$ cat src/hdl/rdt_params.svh
// Offsets, field positions, reset values and timing counts of the timer unit
// How it works
// - Five identical channels, each with a two-bit mode field in its mode register.
// - Event counter mode counts pin edges or neighbour channel underflows.
// - One-shot mode drives one output pulse until the counter reaches zero.
// - PWM mode repeats the programmed high and low widths without software.
// - Timer mode counts undivided, divide-by-8, prescaled or subclock/32 clock.
// - Four-bit prescaler: zero passes clock, n divides by two to the n.
// - Timer mode decrements per count clock and reloads on underflow.
// - Underflow rate is count clock divided by programmed value plus one.
// - A channel counts only while its start bit is one; a one-shot can still decrement once after it clears.
// - Timer mode raises an interrupt request on every underflow.
// - With gate selected, the input pin level arms a one-shot and lets the counter of the other modes count or hold.
// - With pulse output selected, the output pin toggles at each underflow.
// - Reading a count register returns the live counter, not the reload.
// - Writing a stopped channel loads both reload register and counter.
// - Writing a running channel loads only the reload register.
// - Mode value one selects event counter mode.
`ifndef RDT_PARAMS_SVH
`define RDT_PARAMS_SVH
`define RDT_NUM_CH 5
`define RDT_OFF_START 8'h00
`define RDT_OFF_PRESC 8'h01
`define RDT_OFF_STATUS 8'h02
`define RDT_OFF_MASK 8'h03
`define RDT_OFF_GATEPOL 8'h04
`define RDT_OFF_COUNT_BASE 8'h10
`define RDT_OFF_MODE_BASE 8'h18
`define RDT_MR_MODE_LSB 0
`define RDT_MR_GATE_BIT 2
`define RDT_MR_PULSE_BIT 3
`define RDT_MR_SRC_LSB 4
`define RDT_MR_EDGE_BIT 6
`define RDT_MR_EVSRC_LSB 8
`define RDT_MR_WIDTH 10
`define RDT_RST_COUNT 16'h0000
`define RDT_RST_MODE 10'h000
`define RDT_RST_CH 5'h00
`define RDT_RST_PRESC 4'h0
`define RDT_DIV8_LAST 3'h7
`define RDT_SUB_DIV_LAST 5'h1F
`endif

$ cat src/hdl/rdt_pkg.sv
// Types shared by the timer unit
package rdt_pkg;
    typedef enum logic [1:0] {
        mode_timer = 2'b00,
        mode_event = 2'b01,
        mode_oneshot = 2'b10,
        mode_pwm = 2'b11
    } rdt_mode_type;
    typedef enum logic [1:0] {
        src_undivided = 2'b00,
        src_div8 = 2'b01,
        src_prescaled = 2'b10,
        src_sub32 = 2'b11
    } rdt_src_type;
    typedef enum logic [1:0] {
        ev_pin = 2'b00,
        ev_prev = 2'b01,
        ev_next = 2'b10,
        ev_none = 2'b11
    } rdt_evsrc_type;
endpackage

$ cat src/hdl/rdt_top.sv
// Five-channel reload down timer unit with register port and interrupt
//
// The strobed register port and the register addresses were left to the implementer.
`timescale 1ns/1ns
`include "rdt_params.svh"
module rdt_top (
    // Clock and reset
    input wire logic clk,
    input wire logic rst_n,
    // Register port
    input wire logic [7:0] addr,
    input wire logic [15:0] wdata,
    input wire logic wr,
    input wire logic rd,
    output logic [15:0] rdata,
    // Subclock pin, divided by 32 inside
    input wire logic subclk_pin,
    // Channel pins
    input wire logic [4:0] channel_input_pin,
    output logic [4:0] channel_output_pin,
    output logic [4:0] channel_output_pin_oe,
    // Interrupt requests
    output logic [4:0] irq_pulse,
    output logic irq
);
    localparam int NCH = `RDT_NUM_CH;

    logic [NCH-1:0] shared_start_register;
    logic [3:0] prescaler_control_register;
    logic [NCH-1:0] status_reg;
    logic [NCH-1:0] mask_reg;
    logic [NCH-1:0] gate_low_reg;
    logic [`RDT_MR_WIDTH-1:0] channel_mode_register [NCH];
    logic [15:0] count_q [NCH];
    logic [15:0] reload_q [NCH];
    logic [NCH-1:0] pin_q;
    logic [NCH-1:0] uf_q;
    logic [NCH-1:0] count_wr;
    logic [NCH-1:0] mode_wr;
    logic [NCH-1:0] cnt_tick;
    logic [NCH-1:0] gate_ok;
    logic [NCH-1:0] ev_tick;
    logic [NCH-1:0] in_meta_reg;
    logic [NCH-1:0] in_sync_reg;
    logic [NCH-1:0] in_last_reg;
    logic sub_meta_reg;
    logic sub_sync_reg;
    logic sub_last_reg;
    logic [4:0] sub_div_reg;
    logic subclock_div_thirty_two;
    logic [2:0] div8_reg;
    logic divide_by_eight_clock;
    logic [15:0] presc_cnt_reg;
    logic [15:0] presc_mask;
    logic prescaled_clock;
    logic undivided_peripheral_clock;
    logic [15:0] rdata_next;
    logic status_rd;

    // Register write decode for the per-channel blocks
    always_comb begin
        count_wr = '0;
        mode_wr = '0;
        for (int i = 0; i < NCH; i++) begin
            count_wr[i] = wr && (addr == `RDT_OFF_COUNT_BASE + 8'(i));
            mode_wr[i] = wr && (addr == `RDT_OFF_MODE_BASE + 8'(i));
        end
    end

    // Shared control registers
    always_ff @(posedge clk) begin
        if (!rst_n) begin
            shared_start_register <= `RDT_RST_CH;
            prescaler_control_register <= `RDT_RST_PRESC;
            mask_reg <= `RDT_RST_CH;
            gate_low_reg <= `RDT_RST_CH;
        end else if (wr) begin
            case (addr)
                `RDT_OFF_START: shared_start_register <= wdata[NCH-1:0];
                `RDT_OFF_PRESC: prescaler_control_register <= wdata[3:0];
                `RDT_OFF_MASK: mask_reg <= wdata[NCH-1:0];
                `RDT_OFF_GATEPOL: gate_low_reg <= wdata[NCH-1:0];
                default: begin
                end
            endcase
        end
    end

    // Mode registers, one per channel
    always_ff @(posedge clk) begin
        for (int i = 0; i < NCH; i++) begin
            if (!rst_n) begin
                channel_mode_register[i] <= `RDT_RST_MODE;
            end else if (mode_wr[i]) begin
                channel_mode_register[i] <= wdata[`RDT_MR_WIDTH-1:0];
            end
        end
    end

    // Pins are asynchronous: two flops before any use, third for edges
    always_ff @(posedge clk) begin
        if (!rst_n) begin
            in_meta_reg <= '0;
            in_sync_reg <= '0;
            in_last_reg <= '0;
            sub_meta_reg <= 1'b0;
            sub_sync_reg <= 1'b0;
            sub_last_reg <= 1'b0;
        end else begin
            in_meta_reg <= channel_input_pin;
            in_sync_reg <= in_meta_reg;
            in_last_reg <= in_sync_reg;
            sub_meta_reg <= subclk_pin;
            sub_sync_reg <= sub_meta_reg;
            sub_last_reg <= sub_sync_reg;
        end
    end

    // Subclock divider; the subclock must be well below half of clk
    always_ff @(posedge clk) begin
        if (!rst_n) begin
            sub_div_reg <= 5'h00;
        end else if (sub_sync_reg && !sub_last_reg) begin
            sub_div_reg <= sub_div_reg + 5'h01;
        end
    end
    assign subclock_div_thirty_two = sub_sync_reg && !sub_last_reg &&
        (sub_div_reg == `RDT_SUB_DIV_LAST);

    // Divide-by-8 and prescaler as one-cycle enables of clk
    always_ff @(posedge clk) begin
        if (!rst_n) begin
            div8_reg <= 3'h0;
            presc_cnt_reg <= 16'h0000;
        end else begin
            div8_reg <= div8_reg + 3'h1;
            presc_cnt_reg <= presc_cnt_reg + 16'h0001;
        end
    end
    assign undivided_peripheral_clock = 1'b1;
    assign divide_by_eight_clock = (div8_reg == `RDT_DIV8_LAST);
    assign presc_mask = ~(16'hFFFF << prescaler_control_register);
    // Setting zero gives an empty mask, so every cycle ticks
    assign prescaled_clock = ((presc_cnt_reg & presc_mask) == presc_mask);

    // Count clock and gate selection per channel
    always_comb begin
        cnt_tick = '0;
        gate_ok = '0;
        ev_tick = '0;
        for (int i = 0; i < NCH; i++) begin
            gate_ok[i] = in_sync_reg[i] ^ gate_low_reg[i];
            case (rdt_pkg::rdt_evsrc_type'(channel_mode_register[i][`RDT_MR_EVSRC_LSB +: 2]))
                rdt_pkg::ev_pin: begin
                    if (channel_mode_register[i][`RDT_MR_EDGE_BIT]) begin
                        ev_tick[i] = in_sync_reg[i] && !in_last_reg[i];
                    end else begin
                        ev_tick[i] = !in_sync_reg[i] && in_last_reg[i];
                    end
                end
                rdt_pkg::ev_prev: ev_tick[i] = uf_q[(i + NCH - 1) % NCH];
                rdt_pkg::ev_next: ev_tick[i] = uf_q[(i + 1) % NCH];
                default: ev_tick[i] = 1'b0;
            endcase
            if (channel_mode_register[i][1:0] == 2'b01) begin
                cnt_tick[i] = ev_tick[i];
            end else begin
                case (rdt_pkg::rdt_src_type'(channel_mode_register[i][`RDT_MR_SRC_LSB +: 2]))
                    rdt_pkg::src_undivided: cnt_tick[i] = undivided_peripheral_clock;
                    rdt_pkg::src_div8: cnt_tick[i] = divide_by_eight_clock;
                    rdt_pkg::src_prescaled: cnt_tick[i] = prescaled_clock;
                    default: cnt_tick[i] = subclock_div_thirty_two;
                endcase
            end
        end
    end

    // Five identical channels
    genvar g;
    generate
        for (g = 0; g < NCH; g++) begin : ch
            rdt_channel u_ch (
                .clk(clk),
                .rst_n(rst_n),
                .mode(rdt_pkg::rdt_mode_type'(channel_mode_register[g][1:0])),
                .running(shared_start_register[g]),
                .gate_en(channel_mode_register[g][`RDT_MR_GATE_BIT]),
                .gate_ok(gate_ok[g]),
                .pulse_en(channel_mode_register[g][`RDT_MR_PULSE_BIT]),
                .tick(cnt_tick[g]),
                .wr_en(count_wr[g]),
                .wr_data(wdata),
                .count_reg(count_q[g]),
                .reload_reg(reload_q[g]),
                .pin_reg(pin_q[g]),
                .underflow_reg(uf_q[g])
            );
        end
    endgenerate
    assign channel_output_pin = pin_q;

    // Output enable follows the pulse output selection
    always_ff @(posedge clk) begin
        for (int i = 0; i < NCH; i++) begin
            if (!rst_n) begin
                channel_output_pin_oe[i] <= 1'b0;
            end else begin
                channel_output_pin_oe[i] <= channel_mode_register[i][`RDT_MR_PULSE_BIT];
            end
        end
    end

    // Read mux; counter is shown live rather than the reload value
    always_comb begin
        rdata_next = 16'h0000;
        case (addr)
            `RDT_OFF_START: rdata_next = {11'h000, shared_start_register};
            `RDT_OFF_PRESC: rdata_next = {12'h000, prescaler_control_register};
            `RDT_OFF_STATUS: rdata_next = {11'h000, status_reg};
            `RDT_OFF_MASK: rdata_next = {11'h000, mask_reg};
            `RDT_OFF_GATEPOL: rdata_next = {11'h000, gate_low_reg};
            default: begin
                for (int i = 0; i < NCH; i++) begin
                    if (addr == `RDT_OFF_COUNT_BASE + 8'(i)) begin
                        rdata_next = count_q[i];
                    end
                    if (addr == `RDT_OFF_MODE_BASE + 8'(i)) begin
                        rdata_next = {6'h00, channel_mode_register[i]};
                    end
                end
            end
        endcase
    end
    assign status_rd = rd && (addr == `RDT_OFF_STATUS);

    // Read data stand one cycle after the strobe, zero otherwise
    always_ff @(posedge clk) begin
        if (!rst_n) begin
            rdata <= 16'h0000;
        end else begin
            rdata <= rd ? rdata_next : 16'h0000;
        end
    end

    // Sticky status: read clears, a same-cycle underflow still sets
    always_ff @(posedge clk) begin
        if (!rst_n) begin
            status_reg <= `RDT_RST_CH;
        end else begin
            status_reg <= (status_rd ? `RDT_RST_CH : status_reg) | uf_q;
        end
    end

    // Interrupt outputs
    always_ff @(posedge clk) begin
        if (!rst_n) begin
            irq <= 1'b0;
            irq_pulse <= '0;
        end else begin
            irq <= |(status_reg & mask_reg);
            irq_pulse <= uf_q;
        end
    end

    // Checks on channel 0, which stands for all five
    logic [1:0] m0;
    assign m0 = channel_mode_register[0][1:0];

    a_count_read: assert property (
        @(posedge clk) disable iff (!rst_n)
        rd && addr == `RDT_OFF_COUNT_BASE |=> rdata == $past(count_q[0]))
        else $error("count read did not return live counter");

    a_stop_holds: assert property (
        @(posedge clk) disable iff (!rst_n)
        !shared_start_register[0] && !count_wr[0] && m0 != 2'b10
        |=> count_q[0] == $past(count_q[0]))
        else $error("stopped channel changed its counter");

    a_write_stopped: assert property (
        @(posedge clk) disable iff (!rst_n)
        count_wr[0] && !shared_start_register[0]
        |=> count_q[0] == $past(wdata) && reload_q[0] == $past(wdata))
        else $error("stopped write did not load counter and reload");

    a_write_running: assert property (
        @(posedge clk) disable iff (!rst_n)
        count_wr[0] && shared_start_register[0] && m0 == 2'b00
        && !channel_mode_register[0][`RDT_MR_GATE_BIT]
        |=> reload_q[0] == $past(wdata) && count_q[0] == (!$past(cnt_tick[0]) ? $past(count_q[0])
        : ($past(count_q[0]) == 16'h0000 ? $past(reload_q[0]) : $past(count_q[0]) - 16'h0001)))
        else $error("running write disturbed the counter");

    a_timer_dec: assert property (
        @(posedge clk) disable iff (!rst_n)
        m0 == 2'b00 && shared_start_register[0] && cnt_tick[0] && !count_wr[0]
        && !channel_mode_register[0][`RDT_MR_GATE_BIT] && count_q[0] != 16'h0000
        |=> count_q[0] == $past(count_q[0]) - 16'h0001)
        else $error("timer did not decrement by one");

    a_uf_reload: assert property (
        @(posedge clk) disable iff (!rst_n)
        m0 == 2'b00 && shared_start_register[0] && cnt_tick[0] && !count_wr[0]
        && !channel_mode_register[0][`RDT_MR_GATE_BIT] && count_q[0] == 16'h0000
        |=> count_q[0] == $past(reload_q[0]) && uf_q[0] ##1 irq_pulse[0] && status_reg[0])
        else $error("underflow did not reload and request interrupt");

    a_pulse_toggle: assert property (
        @(posedge clk) disable iff (!rst_n)
        uf_q[0] && m0 == 2'b00 && $past(channel_mode_register[0][`RDT_MR_PULSE_BIT])
        |-> pin_q[0] != $past(pin_q[0]))
        else $error("pulse output did not toggle at underflow");

    a_gate_hold: assert property (
        @(posedge clk) disable iff (!rst_n)
        m0 == 2'b00 && channel_mode_register[0][`RDT_MR_GATE_BIT] && !gate_ok[0]
        && !count_wr[0] |=> count_q[0] == $past(count_q[0]))
        else $error("closed gate let the counter move");

    a_presc_zero: assert property (
        @(posedge clk) disable iff (!rst_n)
        prescaler_control_register == 4'h0 |-> prescaled_clock)
        else $error("undivided prescaler setting missed a tick");

    a_irq_level: assert property (
        @(posedge clk) disable iff (!rst_n)
        (status_reg & mask_reg) != 5'h00 |=> irq)
        else $error("unmasked status did not raise interrupt");

    a_irq_single: assert property (
        @(posedge clk) disable iff (!rst_n)
        irq_pulse[0] |-> $past(uf_q[0]))
        else $error("interrupt pulse without underflow");

    c_timer_uf: cover property (@(posedge clk) disable iff (!rst_n)
        m0 == 2'b00 && uf_q[0]);
    c_event_uf: cover property (@(posedge clk) disable iff (!rst_n)
        m0 == 2'b01 && uf_q[0]);
    c_oneshot_end: cover property (@(posedge clk) disable iff (!rst_n)
        m0 == 2'b10 && $fell(pin_q[0]));
    c_pwm_period: cover property (@(posedge clk) disable iff (!rst_n)
        m0 == 2'b11 && $rose(pin_q[0]));
endmodule

$ cat src/hdl/rdt_channel.sv
// One down-counting timer channel with reload, one-shot and PWM behaviour
`timescale 1ns/1ns
`include "rdt_params.svh"
module rdt_channel (
    // Clock and reset
    input wire logic clk,
    input wire logic rst_n,
    // Configuration
    input wire rdt_pkg::rdt_mode_type mode,
    input wire logic running,
    input wire logic gate_en,
    input wire logic gate_ok,
    input wire logic pulse_en,
    input wire logic tick,
    // Count register write
    input wire logic wr_en,
    input wire logic [15:0] wr_data,
    // State
    output logic [15:0] count_reg,
    output logic [15:0] reload_reg,
    output logic pin_reg,
    output logic underflow_reg
);
    logic allowed;
    logic adv;
    logic zero;
    logic trigger;
    logic os_active_reg;
    logic os_done_reg;

    // Gate holds the counter; one-shot arms on start or gate level
    assign allowed = !gate_en || gate_ok;
    assign adv = running && tick && allowed;
    assign zero = (count_reg == 16'h0000);
    assign trigger = running && allowed && !os_active_reg && !os_done_reg;

    // Reload register takes every write
    always_ff @(posedge clk) begin
        if (!rst_n) begin
            reload_reg <= `RDT_RST_COUNT;
        end else if (wr_en) begin
            reload_reg <= wr_data;
        end
    end

    // Counter; a write while running waits for the next reload
    always_ff @(posedge clk) begin
        if (!rst_n) begin
            count_reg <= `RDT_RST_COUNT;
        end else if (wr_en && !running) begin
            count_reg <= wr_data;
        end else begin
            case (mode)
                rdt_pkg::mode_timer, rdt_pkg::mode_event: begin
                    if (adv) begin
                        count_reg <= zero ? reload_reg : count_reg - 16'h0001;
                    end
                end
                rdt_pkg::mode_oneshot: begin
                    if (trigger) begin
                        count_reg <= reload_reg;
                    end else if (os_active_reg && tick && !zero) begin
                        count_reg <= count_reg - 16'h0001;
                    end
                end
                rdt_pkg::mode_pwm: begin
                    if (adv) begin
                        // Next phase high loads the width, low loads its complement
                        if (zero) begin
                            count_reg <= pin_reg ? ~reload_reg : reload_reg;
                        end else begin
                            count_reg <= count_reg - 16'h0001;
                        end
                    end
                end
                default: begin
                    count_reg <= count_reg;
                end
            endcase
        end
    end

    // One-shot sequencing: rearms only after the start bit is cleared or the mode leaves one-shot
    always_ff @(posedge clk) begin
        if (!rst_n || !running || mode != rdt_pkg::mode_oneshot) begin
            os_active_reg <= 1'b0;
            os_done_reg <= 1'b0;
        end else if (trigger) begin
            os_active_reg <= 1'b1;
        end else if (os_active_reg && tick && zero) begin
            os_active_reg <= 1'b0;
            os_done_reg <= 1'b1;
        end
    end

    // Output level and registered one-clock underflow pulse
    always_ff @(posedge clk) begin
        if (!rst_n) begin
            pin_reg <= 1'b0;
            underflow_reg <= 1'b0;
        end else begin
            underflow_reg <= 1'b0;
            case (mode)
                rdt_pkg::mode_oneshot: begin
                    if (trigger) begin
                        pin_reg <= 1'b1;
                    end else if (os_active_reg && tick && zero) begin
                        pin_reg <= 1'b0;
                        underflow_reg <= 1'b1;
                    end
                end
                rdt_pkg::mode_pwm: begin
                    if (adv && zero) begin
                        pin_reg <= !pin_reg;
                        underflow_reg <= pin_reg;
                    end
                end
                default: begin
                    if (adv && zero) begin
                        underflow_reg <= 1'b1;
                        if (pulse_en) begin
                            pin_reg <= !pin_reg;
                        end
                    end
                end
            endcase
        end
    end
endmodule

$ cat config.mk
export PLATFORM = sky130hd
export DESIGN_NAME = rdt_top
export DESIGN_NICKNAME = d
export VERILOG_FILES = /design/src/hdl/rdt_pkg.sv /design/src/hdl/rdt_top.sv /design/src/hdl/rdt_channel.sv
export VERILOG_INCLUDE_DIRS = /design/src /design/src/hdl
export SDC_FILE = /design/constraint.sdc
export NUM_CORES = 1
export LEC_CHECK = 0
export ABC_AREA = 1
export BUFFER_PORTS_ARGS = -buffer_cell sky130_fd_sc_hd__buf_2
export CAP_MARGIN = 20
export CORE_ASPECT_RATIO = 1.25
export CORE_MARGIN = 3
export CORE_UTILIZATION = 38
export DETAILED_ROUTE_END_ITERATION = 8
export MAX_ROUTING_LAYER = met4
export PLACE_DENSITY = 0.56
export SYNTH_ARGS = -nofsm -noshare
export SYNTH_HDL_FRONTEND = slang
export SYNTH_SLANG_ARGS = --single-unit
$ cat constraint.sdc
create_clock -name clk -period 3.09 [get_ports clk]
set_clock_uncertainty 0.2 [all_clocks]
set_input_delay 0.309 -clock clk [delete_from_list [all_inputs] [get_ports clk]]
set_output_delay 0.309 -clock clk [all_outputs]
set_load 0.02 [all_outputs]
==> impl_metrics.json <==
{
  "post_drt_wl_per_cell_um": 20.79,
  "drtPass1Iterations": 6,
  "hpwl_mm": 55.94,
  "dieArea_sq_um": 53090,
  "r2r_cells": 15,
  "regToRegStartpoint": "ch[0].u_ch.count_reg[0]",
  "final_cell_mix": "561 x nand2_1, 374 x nor2_1, 333 x inv_1, 305 x o21ai_0, 272 x dfxtp_1",
  "syn_area_per_cell_sq_um": 6.662,
  "max_clock_freq_mhz": 361.9,
  "cts_hold_repair.buffers": 19,
  "min_path_cells": 5,
  "drt_iter0_drc": 1781,
  "vdd_drop_max_uv": 350.4,
  "port_buffers": 65,
  "gr-total-overflow": 0,
  "power.density_nw_per_um2": 557.2,
  "num_rows": 91,
  "fillers": 5266,
  "syn_inst": 2872,
  "min-delay-start": "wdata[9]",
  "cts_root_buffer": "clkbuf_16",
  "hp-class": "input port to flip-flop",
  "synth_cell_types": 51,
  "synth_warnings": 0,
  "yosysSeqAreaShare": 0.3631,
  "hold_violations": 0,
  "critical_path.startpoint": "ch[0].u_ch.count_reg[0]",
  "worstPathArrival_ns": 3.01,
  "dieWidth_um": 206.7,
  "crit_path_max_incr_delay_ns": 0.37,
  "grt_setup_unrepaired": "false",
  "grt_pass1_wl_mm": 113.7,
  "clkTransAtPathRegs_ns": 0.06,
  "maxSlewViolCount": 0,
  "status": "completed",
  "startpoint_type": "flip-flop",
  "cts_tree": "built",
  "worst_pin_slew_ns": 0.8309,
  "crit_chain": "inv_1 -> ha_1 -> nand3_2 -> nor3_2 -> nand3b_1 -> buf_4 -> nor2_2 -> buf_4 -> a21oi_1 -> nand2_1 -> o211ai_1 -> nand2_1 -> o21ai_0 -> nor2_1 -> nor2_1",
  "vias": 20010,
  "ys_ff_latch": 322,
  "post_cts_resized": 0,
  "ant_nets": 0,
  "ios": 66,
  "area_growth_pct": 14.03,
  "drive_gt1_frac": 0.09950,
  "grt_usage": 0.2866,
  "cp_slowest_cell": "dfxtp_1",
  "clockBufferDepth": 3,
  "critPathKind": "flip-flop to flip-flop",
  "via_per_inst": 5.504,
  "period_minus_slack_ns": 2.763,
  "routed_wirelength_mm": 75.58,
  "p_leak_nw": 9.565,
  "drv_cap": 0,
  "fp.coreArea_sq_um": 49530,
  "grt_max_degree": 100,
  "crit_required_ns": 3.34,
  "period_share": 0.8942,
  "antenna_found_initial": 0,
  "diodes": 0,
  "clk_latency_ns": 0.57,
  "die_h_um": 256.9,
  "routabilityCongestion": 0.9720,
  "initial_utilization": 0.3863,
  "cts.sinks": 322,
  "fin_setup_tns_ns": 0,
  "cp_max_fo": 14,
  "cp-end-kind": "flip-flop",
  "setup_viol": 0,
  "cts_max_level": 2,
  "grt_pass1_vias": 18650,
  "mostFrequentLayoutCell": "nand2_1",
  "numCtsBuffers": 38,
  "utilization": 0.4405,
  "slew_headroom": 0.4426,
  "cts_setup_buffers": 0,
  "num-nets-final": 3000,
  "synth_area_sq_um": 19130,
  "drc_errors": 0,
  "synth_fp_nets": 2916
}
[critical path, delay by kind of cell, from the launching register on]
kind	cells	cell delay, ns
and+or+nand+nor	8	1.08
buffers and inverters	3	0.51
DFF	1	0.37
AOI/OAI and AO/OA	3	0.29
adders and majority gates	1	0.21
[cell usage after synthesis, drive strengths merged]
| cell type | n | area, sq um |
|---|---|---|
| o21ai | 322 | 1612 |
| buf | 44 | 296.5 |
| o211ai | 38 | 285.3 |
| nand3 | 180 | 935.9 |
| o221ai | 4 | 35.03 |
| o31ai | 2 | 15.01 |
| ha | 10 | 125.1 |
| a2111oi | 1 | 8.760 |
| nor4 | 4 | 40.04 |
| xnor2 | 24 | 210.2 |
| nor2 | 403 | 1639 |
| clkinv | 4 | 16.26 |
| a211oi | 13 | 102.6 |
| a221oi | 7 | 61.31 |
| o311ai | 2 | 17.52 |
| nand4 | 45 | 294.0 |
| and2 | 1 | 6.260 |
| inv | 349 | 1310 |
| a22oi | 15 | 112.6 |
| o22a | 1 | 8.760 |
| dfxtp | 272 | 5445 |
| o22ai | 26 | 162.7 |
| xor2 | 62 | 543.0 |
| clkbuf | 75 | 281.5 |
| nand3b | 3 | 22.52 |
| edfxtp | 50 | 1501 |
| a21oi | 266 | 1339 |
| nor3 | 32 | 180.2 |
| nand2 | 578 | 2242 |
| a21boi | 1 | 7.510 |
| o2111ai | 10 | 87.58 |
| a31oi | 9 | 56.30 |
| o21a | 10 | 75.07 |
| or2 | 9 | 56.30 |
[stage by stage]
step	power [mW]	hold WS (ns)	setup slack, ns	std cells	cell area, sq um
CTS	12.21	0.005569	0.3419	3636	21820
detailed placement	7.361	0.1984	0.2753	3548	20310
floorplan	6.514	0.1905	0.6264	2872	19130
global route	12.73	0.02708	0.06267	3636	21820
finish	12.16	0.03022	0.3268	3636	21820
global placement	7.343	0.1935	0.2900	3548	20310
[logic make-up (layout without fill, tap and decap cells)]
group / count (synthesis) / count (layout) / share of synthesized area
and+or+nand+nor: 1255 / 1255 / 0.2831
buffers and inverters: 472 / 585 / 0.09954
AOI/OAI and AO/OA: 727 / 727 / 0.2084
adders and majority gates: 10 / 10 / 0.006540
DFF: 322 / 322 / 0.3631
xor gates and xnor gates: 86 / 86 / 0.03937
[final cells by class]
cell class                      count  area [sq um]  share of cell area
Multi-Input combinational cell   2078         10280              0.4713
Inverter                          353          1326             0.06079
Clock inverter                     21         260.3             0.01193
Timing Repair Buffer              163          1127             0.05167
Clock buffer                       48          1060             0.04858
Sequential cell                   322          6947              0.3184
Tap cell                          651         814.5             0.03734
[final timing paths]
path                                    to  slack [ns]
setup / recovery  ch[0].u_ch.count_reg[14]        0.33
hold / removal     ch[3].u_ch.count_reg[9]        0.03
setup reg to reg  ch[0].u_ch.count_reg[14]        0.33
hold reg to reg               sub_sync_reg        0.21
[report_power, final]
| part | internal [mW] | switching [mW] | total (mW) |
|---|---|---|---|
| Sequential | 4.40 | 0.181 | 4.58 |
| Combinational | 0.919 | 1.84 | 2.76 |
| Clock | 2.86 | 1.94 | 4.81 |
| Total | 8.19 | 3.97 | 12.2 |
[layer usage]
metal | part of all wire | vias up | wire length, um | global-route usage
met3 | 0.066 | 179 | 4981 | 0.04188
met2 | 0.45 | 781 | 34090 | 0.4410
met5 | 0 | - | 0 | -
met1 | 0.43 | 9391 | 32540 | 0.3725
met4 | 0.052 | 0 | 3967 | 0.1312
li1 | - | 9660 | - | -
Power figures use the tool's default switching activity.
